[config.mk]
export PLATFORM = sky130hd
export DESIGN_NAME = charger_status_fault_vin_floor_regs
export DESIGN_NICKNAME = d
export VERILOG_FILES = /design/src/hw/charger_regs_pkg.sv /design/src/hw/charger_status_fault_vin_floor_regs.sv /design/src/hw/pin_sync.sv
export VERILOG_INCLUDE_DIRS = /design/src /design/src/hw
export SDC_FILE = /design/constraint.sdc
export NUM_CORES = 1
export LEC_CHECK = 0
export ABC_AREA = 1
export BUFFER_PORTS_ARGS = -buffer_cell sky130_fd_sc_hd__clkbuf_2
export CORE_MARGIN = 3
export CORE_UTILIZATION = 50
export DETAILED_ROUTE_END_ITERATION = 8
export PLACE_DENSITY = 0.8
export SYNTH_ARGS = -nofsm -noshare
export SYNTH_HDL_FRONTEND = slang
export SYNTH_SLANG_ARGS = --single-unit
[constraint.sdc]
create_clock -name CLK -period 3.59 [get_ports CLK]
set_input_delay 0.1795 -clock CLK [delete_from_list [all_inputs] [get_ports CLK]]
set_output_delay 0.1795 -clock CLK [all_outputs]
set_load 0.005 [all_outputs]
[src/hw/charger_regs_map.svh]
// constants for the charger status, fault and input floor registers
// assumes byte-wide registers reached through a byte register port
`ifndef CHARGER_REGS_MAP_SVH
`define CHARGER_REGS_MAP_SVH

// register offsets
`define ADDR_INPUT_CHARGE_STATUS 8'h0b
`define ADDR_FAULT_STATUS        8'h0c
`define ADDR_INPUT_FLOOR_CTRL    8'h0d

// input and charge status fields
`define SRC_TYPE_MSB             7
`define SRC_TYPE_LSB             5
`define PHASE_MSB                4
`define PHASE_LSB                3
`define POWER_GOOD_BIT           2
`define STATUS_UNUSED_BIT        1
`define SYS_MIN_BIT              0

// fault status fields
`define WDOG_FAULT_BIT           7
`define BOOST_FAULT_BIT          6
`define CHG_FAULT_MSB            5
`define CHG_FAULT_LSB            4
`define BATTERY_OVERVOLT_FAULT_BIT            3
`define THERM_FAULT_MSB          2
`define THERM_FAULT_LSB          0

// input floor control fields and values
`define ABS_SELECT_BIT           7
`define FLOOR_MSB                6
`define FLOOR_LSB                0
`define ABS_SELECT_RESET         1'b0
`define FLOOR_RESET_CODE         7'h12
`define FLOOR_RESET_MV           14'h1130
`define FLOOR_MIN_CODE           7'h0d
`define FLOOR_OFFSET_MV          14'h0a28
`define FLOOR_STEP_MV            14'h0064

// number of pin inputs passed through the synchroniser
`define PIN_SYNC_WIDTH           19

`endif

[src/hw/charger_regs_pkg.sv]
// types shared by the charger register logic
// assumes charger_regs_map.svh is on the include path
`include "charger_regs_map.svh"

package charger_regs_pkg;

  typedef enum logic [2:0] {
    SRC_NONE       = 3'h0,
    SRC_HOST_STD   = 3'h1,
    SRC_HOST_CHG   = 3'h2,
    SRC_DEDICATED  = 3'h3,
    SRC_HIGH_VOLT  = 3'h4,
    SRC_UNKNOWN    = 3'h5,
    SRC_NONSTD     = 3'h6,
    SRC_BOOST_OUT  = 3'h7
  } source_type_type;

  typedef enum logic [1:0] {
    PHASE_IDLE     = 2'h0,
    PHASE_PRE      = 2'h1,
    PHASE_FAST     = 2'h2,
    PHASE_DONE     = 2'h3
  } charge_phase_type;

  typedef enum logic [1:0] {
    CHG_FLT_NONE   = 2'h0,
    CHG_FLT_INPUT  = 2'h1,
    CHG_FLT_THERM  = 2'h2,
    CHG_FLT_TIMER  = 2'h3
  } charge_fault_type;

  typedef enum logic [2:0] {
    TS_NORMAL      = 3'h0,
    TS_COLD        = 3'h1,
    TS_HOT         = 3'h2
  } thermistor_type;

  typedef struct packed {
    logic [7:0]  rdata;
    logic        abs_sel;
    logic [6:0]  floor;
    logic [13:0] floor_mv;
    logic        wdog_flt;
    logic        vbus_prev;
  } reg_state_type;

  // codes below the floor minimum are raised to it
  function automatic logic [6:0] clamp_floor(input logic [6:0] code);
    clamp_floor = (code < `FLOOR_MIN_CODE) ? `FLOOR_MIN_CODE : code;
  endfunction : clamp_floor

endpackage : charger_regs_pkg

[src/hw/charger_status_fault_vin_floor_regs.sv]
// status, fault and input voltage floor registers of the charger
// assumes a serial bus engine on CLK presents single-cycle byte
// reads and writes; analog status arrives on asynchronous pins
`timescale 1ns/1ps

`include "charger_regs_map.svh"

module charger_status_fault_vin_floor_regs
  import charger_regs_pkg::*;
(
  input  wire logic        CLK,
  input  wire logic        RESET_N,
  input  wire logic        CLK_EN,
  input  wire logic [7:0]  REG_ADDR,
  input  wire logic        REG_WR,
  input  wire logic [7:0]  REG_WDATA,
  input  wire logic        REG_RD,
  output logic      [7:0]  REG_RDATA,
  input  wire logic [2:0]  SOURCE_TYPE_PIN,
  input  wire logic [1:0]  CHARGE_PHASE_PIN,
  input  wire logic        POWER_GOOD_PIN,
  input  wire logic        SYS_MIN_REG_PIN,
  input  wire logic        BOOST_MODE_PIN,
  input  wire logic        BOOST_OVERLOAD_PIN,
  input  wire logic        BOOST_OVERVOLT_PIN,
  input  wire logic        BOOST_BAT_LOW_PIN,
  input  wire logic        INPUT_OVERVOLT_PIN,
  input  wire logic        INPUT_UNDERVOLT_PIN,
  input  wire logic        THERMAL_SHUTDOWN_PIN,
  input  wire logic        SAFETY_TIMER_PIN,
  input  wire logic        BAT_OVERVOLT_PIN,
  input  wire logic        TS_COLD_PIN,
  input  wire logic        TS_HOT_PIN,
  input  wire logic        VBUS_PRESENT_PIN,
  input  wire logic        WDOG_EXPIRE,
  input  wire logic [6:0]  RELATIVE_FLOOR,
  output logic             ABS_FLOOR_SELECT,
  output logic      [6:0]  INPUT_FLOOR_CODE,
  output logic      [13:0] INPUT_FLOOR_MV
);

  logic [`PIN_SYNC_WIDTH-1:0] pins_raw;
  logic [`PIN_SYNC_WIDTH-1:0] pins_sync;

  source_type_type  src_s;
  charge_phase_type phase_s;
  logic             pg_s;
  logic             sysmin_s;
  logic             boost_mode_s;
  logic             boost_ovl_s;
  logic             boost_ovp_s;
  logic             boost_low_s;
  logic             in_ovp_s;
  logic             in_uv_s;
  logic             therm_s;
  logic             timer_s;
  logic             bat_ovp_s;
  logic             ts_cold_s;
  logic             ts_hot_s;
  logic             vbus_s;

  reg_state_type    st_ff;
  reg_state_type    nxt_st;

  logic             plug_in;
  logic             wr_floor;
  logic             rd_fault;
  charge_fault_type chg_fault;
  thermistor_type   therm_code;
  logic             boost_fault;
  logic [7:0]       status_byte;
  logic [7:0]       fault_byte;
  logic [7:0]       floor_byte;

  // every analog flag is a pin level; multi-bit codes may show one
  // mixed sample while they change, which the host reads past
  assign pins_raw = {SOURCE_TYPE_PIN, CHARGE_PHASE_PIN, POWER_GOOD_PIN,
                     SYS_MIN_REG_PIN, BOOST_MODE_PIN, BOOST_OVERLOAD_PIN,
                     BOOST_OVERVOLT_PIN, BOOST_BAT_LOW_PIN,
                     INPUT_OVERVOLT_PIN, INPUT_UNDERVOLT_PIN,
                     THERMAL_SHUTDOWN_PIN, SAFETY_TIMER_PIN,
                     BAT_OVERVOLT_PIN, TS_COLD_PIN, TS_HOT_PIN,
                     VBUS_PRESENT_PIN};

  pin_sync #(
    .WIDTH    (`PIN_SYNC_WIDTH)
  ) u_pin_sync (
    .clk      (CLK),
    .reset_n  (RESET_N),
    .clk_en   (CLK_EN),
    .async_in (pins_raw),
    .sync_out (pins_sync)
  );

  assign src_s        = source_type_type'(pins_sync[18:16]);
  assign phase_s      = charge_phase_type'(pins_sync[15:14]);
  assign pg_s         = pins_sync[13];
  assign sysmin_s     = pins_sync[12];
  assign boost_mode_s = pins_sync[11];
  assign boost_ovl_s  = pins_sync[10];
  assign boost_ovp_s  = pins_sync[9];
  assign boost_low_s  = pins_sync[8];
  assign in_ovp_s     = pins_sync[7];
  assign in_uv_s      = pins_sync[6];
  assign therm_s      = pins_sync[5];
  assign timer_s      = pins_sync[4];
  assign bat_ovp_s    = pins_sync[3];
  assign ts_cold_s    = pins_sync[2];
  assign ts_hot_s     = pins_sync[1];
  assign vbus_s       = pins_sync[0];

  assign plug_in  = vbus_s && !st_ff.vbus_prev;
  assign wr_floor = REG_WR && (REG_ADDR == `ADDR_INPUT_FLOOR_CTRL);
  assign rd_fault = REG_RD && (REG_ADDR == `ADDR_FAULT_STATUS);

  // boost faults only count while the boost converter runs
  assign boost_fault = boost_mode_s &&
                       (boost_ovl_s || boost_ovp_s || boost_low_s);

  // input fault outranks thermal shutdown, which outranks the timer
  always_comb begin
    if (in_ovp_s || in_uv_s) begin
      chg_fault = CHG_FLT_INPUT;
    end else if (therm_s) begin
      chg_fault = CHG_FLT_THERM;
    end else if (timer_s) begin
      chg_fault = CHG_FLT_TIMER;
    end else begin
      chg_fault = CHG_FLT_NONE;
    end
  end

  // thermistor code is defined for buck mode only
  always_comb begin
    if (boost_mode_s) begin
      therm_code = TS_NORMAL;
    end else if (ts_cold_s) begin
      therm_code = TS_COLD;
    end else if (ts_hot_s) begin
      therm_code = TS_HOT;
    end else begin
      therm_code = TS_NORMAL;
    end
  end

  always_comb begin
    status_byte = 8'h00;
    status_byte[`SRC_TYPE_MSB:`SRC_TYPE_LSB] = src_s;
    status_byte[`PHASE_MSB:`PHASE_LSB]       = phase_s;
    status_byte[`POWER_GOOD_BIT]             = pg_s;
    status_byte[`STATUS_UNUSED_BIT]          = 1'b0;
    status_byte[`SYS_MIN_BIT]                = sysmin_s;
  end

  always_comb begin
    fault_byte = 8'h00;
    fault_byte[`WDOG_FAULT_BIT]                  = st_ff.wdog_flt;
    fault_byte[`BOOST_FAULT_BIT]                 = boost_fault;
    fault_byte[`CHG_FAULT_MSB:`CHG_FAULT_LSB]    = chg_fault;
    fault_byte[`BATTERY_OVERVOLT_FAULT_BIT]                   = bat_ovp_s;
    fault_byte[`THERM_FAULT_MSB:`THERM_FAULT_LSB] = therm_code;
  end

  assign floor_byte = {st_ff.abs_sel, st_ff.floor};

  always_comb begin
    nxt_st = st_ff;
    if (CLK_EN) begin
      nxt_st.vbus_prev = vbus_s;

      // read data; unmapped offsets answer zero
      if (REG_RD) begin
        case (REG_ADDR)
          `ADDR_INPUT_CHARGE_STATUS: nxt_st.rdata = status_byte;
          `ADDR_FAULT_STATUS:        nxt_st.rdata = fault_byte;
          `ADDR_INPUT_FLOOR_CTRL:    nxt_st.rdata = floor_byte;
          default:                   nxt_st.rdata = 8'h00;
        endcase
      end

      // watchdog flag is sticky until read; a new expiry wins
      if (rd_fault) begin
        nxt_st.wdog_flt = 1'b0;
      end
      if (WDOG_EXPIRE) begin
        nxt_st.wdog_flt = 1'b1;
      end

      // relative mode lets internal control own the floor field
      if (!st_ff.abs_sel) begin
        nxt_st.floor = clamp_floor(RELATIVE_FLOOR);
      end

      // writes to the status and fault offsets fall through here
      if (wr_floor) begin
        nxt_st.abs_sel = REG_WDATA[`ABS_SELECT_BIT];
        if (st_ff.abs_sel) begin
          nxt_st.floor =
            clamp_floor(REG_WDATA[`FLOOR_MSB:`FLOOR_LSB]);
        end
      end

      // plug-in beats any write in the same cycle
      if (plug_in) begin
        nxt_st.abs_sel = `ABS_SELECT_RESET;
        nxt_st.floor   = `FLOOR_RESET_CODE;
      end

      nxt_st.floor_mv = `FLOOR_OFFSET_MV +
                        14'(nxt_st.floor) * `FLOOR_STEP_MV;
    end
  end

  always_ff @(posedge CLK or negedge RESET_N) begin
    if (!RESET_N) begin
      st_ff <= '{rdata:     8'h00,
                 abs_sel:   `ABS_SELECT_RESET,
                 floor:     `FLOOR_RESET_CODE,
                 floor_mv:  `FLOOR_RESET_MV,
                 wdog_flt:  1'b0,
                 vbus_prev: 1'b0};
    end else begin
      st_ff <= nxt_st;
    end
  end

  assign REG_RDATA        = st_ff.rdata;
  assign ABS_FLOOR_SELECT = st_ff.abs_sel;
  assign INPUT_FLOOR_CODE = st_ff.floor;
  assign INPUT_FLOOR_MV   = st_ff.floor_mv;
endmodule : charger_status_fault_vin_floor_regs

[src/hw/pin_sync.sv]
// two-stage synchroniser for a group of pin inputs
// assumes the pins are independent levels; no multi-bit coherence
`timescale 1ns/1ps

module pin_sync #(
  parameter int WIDTH = 1
) (
  input  wire logic             clk,
  input  wire logic             reset_n,
  input  wire logic             clk_en,
  input  wire logic [WIDTH-1:0] async_in,
  output logic      [WIDTH-1:0] sync_out
);

  typedef struct packed {
    logic [WIDTH-1:0] meta;
    logic [WIDTH-1:0] held;
  } sync_state_type;

  sync_state_type st_ff;
  sync_state_type nxt_st;

  always_comb begin
    nxt_st = st_ff;
    if (clk_en) begin
      nxt_st.meta = async_in;
      nxt_st.held = st_ff.meta;
    end
  end

  always_ff @(posedge clk or negedge reset_n) begin
    if (!reset_n) begin
      st_ff <= '0;
    end else begin
      st_ff <= nxt_st;
    end
  end

  assign sync_out = st_ff.held;

endmodule : pin_sync

After elaboration in Yosys (flattened, before gate mapping):

Index checks and enable logic that the tools add are counted.

* memories kept: 0
* output and inout port bits: 30
* bits in latches: 0
* bits in registers: 70
* logic and storage cells: 44
* RAM bits: 0
* ROM bits: 0
* input bits: 48

* bitwise operators: 0
* multiplexer cells: 16
* eq/ne operators: 4
* magnitude comparators: 2
* shifts and indexed selects: 0
* add/subtract/negate cells: 1
* multiply operators: 1
* reductions and logical operators: 12
* divide/modulo/power cells: 0

Operators with widths (number)
* 7-bit two-way mux: 4
* 8-bit by 4-bit == test with 1-bit output, second input constant: 3
* 8-bit two-way mux: 3
* 8-bit case mux with 3 select lines: 1
* 12-bit by 14-bit adder with 14-bit output, first input constant: 1
* 7-bit by 4-bit less-than comparator with 1-bit output, second input constant: 2
* 7-bit by 5-bit multiplier with 12-bit output, second input constant: 1
* 2-bit two-way mux: 6
* 2-bit AND reduction: 3
* 1-bit logical AND: 4
* 1-bit logical OR: 3
* 3-bit by 1-bit != test with 1-bit output, second input constant: 1
* 1-bit two-way mux: 2
* 2-bit nonzero test: 1
* 1-bit zero test: 1

Depth between registers and ports, before layout:

Gate-level depths: netlist of the first run.

* depth in word-level cells: 9
* depth in mapped cells: 29
* depth with buffers taken out: 29

Hierarchy:

A second synthesis of the first run with hierarchy kept.

* cells, all modules: 557
* area, all modules: 4286.6 um^2

Modules (own cells, without submodules)
* charger_status_fault_vin_floor_regs: cells each 377, times used 1, sequential area each 733.2 um^2, area an instance 2691.3 um^2
* pin_sync: cells each 180, times used 1, sequential area each 950.9 um^2, area an instance 1595.3 um^2

Worst setup path before layout of the first run:

OpenSTA, ideal clock, no wires.

* path type: register to register
* from: register st_ff[0] in the netlist's numbering
* to: register st_ff (netlist bit INPUT_FLOOR_MV[13])
* stages on the path, launching flop included: 19
* setup time: 0.117 ns
* arrival time: 3.368 ns
* period minus slack after synthesis: 3.485 ns
* slack: 0.105 ns
* path buffers: 0
* required time: 3.473 ns
* path through: dfrtp_1 -> nor2_1 -> inv_1 -> o31ai_1 -> a21oi_1 -> ha_1 -> ha_1 -> inv_1 -> fa_1 -> inv_1 -> ha_1 -> a21oi_1 -> nand2_1 -> xnor2_1 -> nand3_1 -> o21ai_2 -> nand3_1 -> nand3_1 -> nand2_1

* longest elaborated chain between the ends: 6

Ends and longest elaborated chain
* start, declared: line charger_status_fault_vin_floor_regs.sv:62 `reg_state_type st_ff;`
* start signal, assigned: line charger_status_fault_vin_floor_regs.sv:216 `st_ff <= '{rdata: 8'h00,`
* start signal, assigned: line charger_status_fault_vin_floor_regs.sv:223 `st_ff <= nxt_st;`
* 1-bit zero test: line charger_status_fault_vin_floor_regs.sv:112 `assign plug_in = vbus_s && !st_ff.vbus_prev;`
* 1-bit logical AND: line charger_status_fault_vin_floor_regs.sv:112
* 8-bit two-way mux: line charger_status_fault_vin_floor_regs.sv:204 `if (plug_in) begin`
* 8-bit two-way mux: line charger_status_fault_vin_floor_regs.sv:168 `if (CLK_EN) begin`
* 7-bit by 5-bit multiplier with 12-bit output (no line)
* 12-bit by 14-bit adder with 14-bit output (no line)

No other way between the ends. The select of a mux whose other input is x is not followed.
A chain may end at the register's enable or synchronous reset.

Final worst setup path of the first run:

* from: register st_ff (netlist bit ABS_FLOOR_SELECT)
* to: register st_ff (netlist bit INPUT_FLOOR_MV[11])

* longest elaborated chain between the ends: 7

Ends and longest elaborated chain
* 7-bit two-way mux: line charger_status_fault_vin_floor_regs.sv:190 `if (!st_ff.abs_sel) begin`
* 7-bit two-way mux: line charger_status_fault_vin_floor_regs.sv:197 `if (st_ff.abs_sel) begin`
* 8-bit two-way mux *: line charger_status_fault_vin_floor_regs.sv:195 `if (wr_floor) begin`
* 8-bit two-way mux *: line charger_status_fault_vin_floor_regs.sv:204
* 8-bit two-way mux *: line charger_status_fault_vin_floor_regs.sv:168
* 7-bit by 5-bit multiplier with 12-bit output (no line) *
* 12-bit by 14-bit adder with 14-bit output (no line) *

Mark *: on every way between the ends. The rest lies on a longest branch, timed or not. The select of a mux whose other input is x is not followed.

==> run metrics, run 1 <==
cell mode on critical path=inv_1; share of cells above drive strength 1=approximately 30%; power density cells=around 670 nW/um2; Max clock buf depth=2; slack of the worst reg-to-reg path=0.15 ns; Critical Path Sink Type=register; Setup Skew=0.009573 ns; sequential share of power=about 29%; Synth-to-Final Area Change=22.58%; worst stage delay on the critical path=around 0.49 ns; diodes inserted=0; top cell type's share of synthesized area=between 30% and 40%; drt first pass iters=4; Clk pwr share=25.4%; hpwl dp=6.978 mm; Syn Area/Cell=~8 um2; Hold Slack=between 0.02 and 0.025 ns; IO buf count=75; overall routing resource usage=around a fifth; Initial Util=roughly 52%; Crit path buffers/inverters=4; num ports=78; total CTS buffers=9; fin worst setup slack=roughly 0.15 ns; WL per Instance=between 10 and 15 um; sequential share of the synthesized area=between 40 and 50%; first-pass GRT wire length=about 15 mm; switch share=a little over a third; Via density=~5; die span in x=96.07 um; vias in the first global route=3215; leakage power=~2.7 nW; min cycle time layout=3.443 ns; Core ar.=a little under 8000 um2; setup TNS=0 ns; critical path's slowest cell=fa_1; fmax=290.5 MHz; Cell Int Power=about 2.1 mW; CTS tree=yes; most common cell after layout, fill and taps aside=nand2_1; Final Total Pwr=around 3.3 mW; Final setup viols=0; Vias=3572; Max VDD drop=around 0.00043 V; largest net degree at the start of global routing=71; status=finished clean; CTS root buffer=clkbuf_8; Post-synth ARST share=100.0%; Clock Pin Slew Worst Setup and Hold Paths=approximately 0.08 ns; worst rel slew slack=a little under half; Gate power share=46.0%; Die ar.=9229 um2; Detailed Route WL=approximately 9.8 mm; Worst Path Arrival=3.68 ns; WS Path Type=reg2reg; CP required=between 3 and 4 ns; DRT iter0 DRCs=177; Synth Instances=roughly 520; most frequent cells in the layout=nand2_1, clkbuf_2, dfrtp_1, inv_1, o21ai_0; GPL Wtd Cong=between 0.9 and 1; antenna violations before repair=0; DP Worst Slack=-0.2755 ns; H-tree levels=3; Post-synth EDFFs=0; Die Height=a little under 100 um; Sink Count=67; Switching Power=1.198 mW; Hold Vio Cnt, Final=0; clk_lat worst skew=0.35 ns; FP Rows=32; post-synth design cell area=4056 um2; Tcrit/Tclk final=between 90 and 100%; Yosys top cell by area=dfrtp_1; max-slew violations=0; Hold Crit Class=in2reg; MaxCap Viol Count=0; Synth Register Bits=67; Main synth FF type=dfrtp_1; Max FO, Critical Path=7; Netlist cell types=42; Synthesis Warnings=0; Final Net Count=677; top area cells in the synthesized netlist=dfrtp_1, nand2_1, ha_1, buf_4, inv_1; grt total ovfl=0; CP delay by family, top=adder cells; ANT nets after route=0; DRC=0; crit path cell chain=o31ai_1 -> a21oi_1 -> ha_1 -> ha_1 -> inv_1 -> fa_1 -> inv_1 -> ha_4 -> xor2_1 -> inv_1 -> nor3_2 -> buf_4 -> nand3_2 -> nand3_2 -> nand3_1 -> nand3_1 -> nand2_1; Worst-Margin Slew=slightly above 0.8 ns; Worst setup SP type=register
## layout make-up
class | count | area, um2
fill | 669 | 2835
multi-input combinational | 353 | 1996
sequential | 67 | 1685
timing repair buffer | 113 | 666.9
inverter | 59 | 226.5
clock inverter | 7 | 146.4
tap | 102 | 127.6
clock buffer | 9 | 123.9
## flip-flops by register name (all words and copies together), names as in the netlist
| signal | cells |
|---|---|
| u_pin_sync.st_ff | 19 |
| u_pin_sync.sync_out | 19 |
| INPUT_FLOOR_MV | 11 |
| REG_RDATA | 8 |
| INPUT_FLOOR_CODE | 7 |
| ABS_FLOOR_SELECT | 1 |
| fault_byte | 1 |
| st_ff | 1 |
## metrics by stage
| step | utilization [%] | cell area [um2] | instances |
|---|---|---|---|
| 2_1_floorplan | - | 4060 | 523 |
| 3_3_place_gp | 57.98 | 4527 | 692 |
| 3_5_place_dp | 57.98 | 4527 | 692 |
| 4_1_cts | 61.78 | 4823 | 709 |
| 5_1_grt | 63.69 | 4972 | 710 |
| 6_report | 63.69 | 4972 | 710 |
## final timing paths
check | startpoint | end | cells past startpoint
hold reg to reg | INPUT_FLOOR_MV[12] | INPUT_FLOOR_MV[12] | 2
hold / removal | CHARGE_PHASE_PIN[1] | u_pin_sync.st_ff[34] | 3
min in group asynchronous | RESET_N | u_pin_sync.sync_out[2] | 2
max in group asynchronous | RESET_N | INPUT_FLOOR_MV[5] | 3
setup reg to reg | ABS_FLOOR_SELECT | INPUT_FLOOR_MV[11] | 17
setup / recovery | ABS_FLOOR_SELECT | INPUT_FLOOR_MV[11] | 17
## logic make-up after synthesis
family	Yosys count	share of synthesized area [%]
AO/OA/AOI/OAI	74	10.18
XOR/XNOR	6	1.295
adder cells (fa/ha/maj)	26	8.390
buffers and inverters	103	13.08
flip-flops	67	41.52
other	1	0.09245
AND/OR/NAND/NOR	245	25.45
## synthesized netlist by cell type (2+ instances only)
| cell | n |
|---|---|
| inv_2 | 4 |
| nand3_1 | 24 |
| inv_1 | 53 |
| nor3_1 | 3 |
| a31oi_1 | 2 |
| o21ai_1 | 2 |
| nand2_1 | 179 |
| xor2_1 | 4 |
| xnor2_1 | 2 |
| buf_4 | 30 |
| fa_1 | 2 |
| o31ai_1 | 2 |
| a21oi_1 | 21 |
| clkbuf_8 | 2 |
| nand4_1 | 3 |
| dfrtp_1 | 61 |
| nand2_4 | 4 |
| buf_1 | 2 |
| nor2_1 | 24 |
| clkbuf_1 | 8 |
| ha_1 | 24 |
| dfstp_2 | 6 |
| nor4_1 | 2 |
| nand3b_1 | 2 |
| o221ai_1 | 2 |
| o21ai_0 | 38 |
## power by group through the flow
stage                     registers (mW)  clock network (mW)  logic (mW)
after floorplan                    0.939                   0       0.860
after global placement             0.957                   0        1.23
after detailed placement           0.959                   0        1.26
after CTS                          0.949               0.855        1.30
after global routing               0.963               0.881        1.70
final                              0.950               0.845        1.53
## worst min-delay path, cell delays in order
cell and delay (ns):
clkbuf_2 0.07, nand2_1 0.04, nand2_1 0.05
## metal layers
metal  vias to the layer above  part of all wire [%]  GRT usage [%]
met3                        14                   5.8          4.066
met1                      1657                    45          28.36
met4                         0                   1.5          7.346
li1                       1790                     -              -
met5                         -                     0              0
met2                       111                    48          34.16
## repair_timing
item                                   CTS  global route
resized for setup                        4            31
pin swaps                                0            12
setup endpoints to repair                5             5
endpoints found under the hold margin   29             0
setup buffers                            0             1
hold buffers                             1             0
(Power assumes the default switching activity.)
==> run 2: changes to the inputs <==
--- a/config.mk
+++ b/config.mk
@@ -8,7 +8,7 @@
 export LEC_CHECK = 0
 export ABC_AREA = 1
 export BUFFER_PORTS_ARGS = -buffer_cell sky130_fd_sc_hd__clkbuf_2
-export CORE_MARGIN = 3
+export CORE_MARGIN = 2
 export CORE_UTILIZATION = 50
 export DETAILED_ROUTE_END_ITERATION = 8
 export PLACE_DENSITY = 0.8
==> constraint.sdc (replaced) <==
create_clock -name CLK -period 3.59 [get_ports CLK]
set_input_delay 1.077 -clock CLK [delete_from_list [all_inputs] [get_ports CLK]]
set_output_delay 1.077 -clock CLK [all_outputs]
set_load 0.005 [all_outputs]
==> run metrics, run 2 (same netlist as run 1, synthesis figures left out) <==
Critical Path Sink Type=register; CTS root buffer=clkbuf_8; GPL Wtd Cong=0.9563; FP Rows=32; share of cells above drive strength 1=about two fifths; Clock Pin Slew Worst Setup and Hold Paths=about 0.080 ns; ANT nets after route=0; Reg2Reg Launch Point=u_pin_sync.sync_out[0]; fmax=approximately 240 MHz; max-slew violations=0; hpwl dp=a little over 7 mm; Synth-to-Final Area Change=35.78%; drt first pass iters=5; diodes inserted=0; die span in x=approximately 94 um; Vias=around 3900; Hold Crit Class=reg2reg; Final setup viols=6; vias in the first global route=approximately 3600; Detailed Route WL=11.49 mm; WS Path Type=in2reg; min cycle time layout=4.179 ns; Max FO, Critical Path=4; Initial Util=between 50% and 60%; antenna violations before repair=0; Switching Power=~1.5 mW; num ports=between 70 and 80; WP depth=25; slack of the worst reg-to-reg path=-0.32 ns; H-tree levels=3; switch share=between 40 and 50%; Worst Setup SP=RELATIVE_FLOOR[0]; CP delay by family, top=simple AND/OR/NAND/NOR gates; total CTS buffers=9; Die ar.=a little under 9000 um2; critical path's slowest cell=fa_1; Die Height=about 94 um; sequential share of power=roughly a quarter; Finished Layout Cells=roughly 740; Clk pwr share=between 20% and 30%; CTS tree=yes; failing checks=negative setup slack; Hold Vio Cnt, Final=0; setup TNS=-2.570 ns; power density cells=about 660 nW/um2; most common cell after layout, fill and taps aside=nand2_1; fin worst setup slack=-0.5893 ns; Worst Path Arrival=about 4.5 ns; CP required=3.88 ns; Sink Count=67; grt total ovfl=0; worst stage delay on the critical path=around 0.53 ns; Max clock buf depth=2; clk_lat worst skew=approximately 0.35 ns; Crit path buffers/inverters=4; RSZ-0062 raised after global routing=true; overall routing resource usage=between 20% and 30%; Tcrit/Tclk final=116.4%; Fillers=roughly 600; Max VDD drop=just over 0.0006 V; hold depth=2; Cell Int Power=2.176 mW; largest net degree at the start of global routing=68; CP Capture Point=INPUT_FLOOR_MV[13]; MaxCap Viol Count=0; Final Net Count=a little over 700; worst rel slew slack=between 40% and 50%; most frequent cells in the layout=nand2_1, clkbuf_2, dfrtp_1, buf_4, inv_1; DRT iter0 DRCs=roughly 280; Inst Count DP=slightly above 700; IO buf count=75; cell mode on critical path=nand2_1; first-pass GRT wire length=16.75 mm; Core ar.=7807 um2; Worst-Margin Slew=~0.84 ns; Setup Skew=between 0.01 and 0.015 ns; Worst setup SP type=primary input; Via density=between 5 and 6; leakage power=approximately 2.9 nW; FF-to-FF End=INPUT_FLOOR_MV[13]; DRC=0; Gate power share=a little over half; final core utilization=between 70 and 80%; status=finished with violations; WL per Instance=15.57 um; Worst Reg-to-Reg Cells=23
[run 2: how the worst min path moves through the flow]
stage	startpoint	to	slack, ns
after global routing	INPUT_FLOOR_MV[8]	INPUT_FLOOR_MV[8]	0.51
after floorplan	u_pin_sync.sync_out[9]	u_pin_sync.sync_out[9]	0.44
after detailed placement	u_pin_sync.st_ff[19]	u_pin_sync.st_ff[19]	0.46
final	INPUT_FLOOR_MV[8]	INPUT_FLOOR_MV[8]	0.47
after global placement	u_pin_sync.st_ff[22]	u_pin_sync.st_ff[22]	0.45
after CTS	INPUT_FLOOR_MV[8]	INPUT_FLOOR_MV[8]	0.47
[run 2: what timing repair did]
action,4_1_cts,5_1_grt
hold buffers,0,0
setup buffers,6,7
endpoints found under the hold margin,0,0
pin swaps,29,37
endpoints found under the setup margin,6,7
gates resized for setup,45,47
[run 2: cell type report]
type | instances | area [um2] | area share, %
Timing Repair Buffer | 141 | 933.4 | 16.95
Clock buffer | 9 | 123.9 | 2.249
Tap cell | 102 | 127.6 | 2.317
Clock inverter | 7 | 105.1 | 1.908
Sequential cell | 67 | 1684 | 30.58
Multi-Input combinational cell | 353 | 2292 | 41.62
Inverter | 59 | 241.5 | 4.384
[run 2: metal layers]
layer	share of wire [%]	wire (um)	GRT usage, %	up-vias
met5	0	0	0	-
met1	41	4673	32.21	1853
met4	1.7	198	8.213	0
met3	5.7	659	5.056	23
li1	-	-	-	1847
met2	52	5960	39.23	147
[run 2: power by group through the flow]
stage / clock network [mW] / logic (mW) / registers (mW)
final: 0.738 / 1.95 / 0.949
after global routing: 0.776 / 2.11 / 0.961
after CTS: 0.736 / 1.67 / 0.946
after detailed placement: 0 / 1.38 / 0.958
after global placement: 0 / 1.35 / 0.954
after floorplan: 0 / 0.942 / 0.940
[run 2: stage by stage]
step,hold WS [ns],power (mW),worst slack [ns],cell area (um2)
2_1_floorplan,0.4420,1.882,-0.5076,4140
3_3_place_gp,0.4534,2.300,-0.7661,4747
3_5_place_dp,0.4593,2.338,-0.9119,4747
4_1_cts,0.4718,3.347,-0.4258,5220
5_1_grt,0.5053,3.843,-0.7384,5508
6_report,0.4685,3.633,-0.5893,5508
[run 2: tightest hold or removal path, stage by stage (launching register included)]
cell	delay, ns
dfstp_2	0.38
nand2_1	0.05
nand2_1	0.04
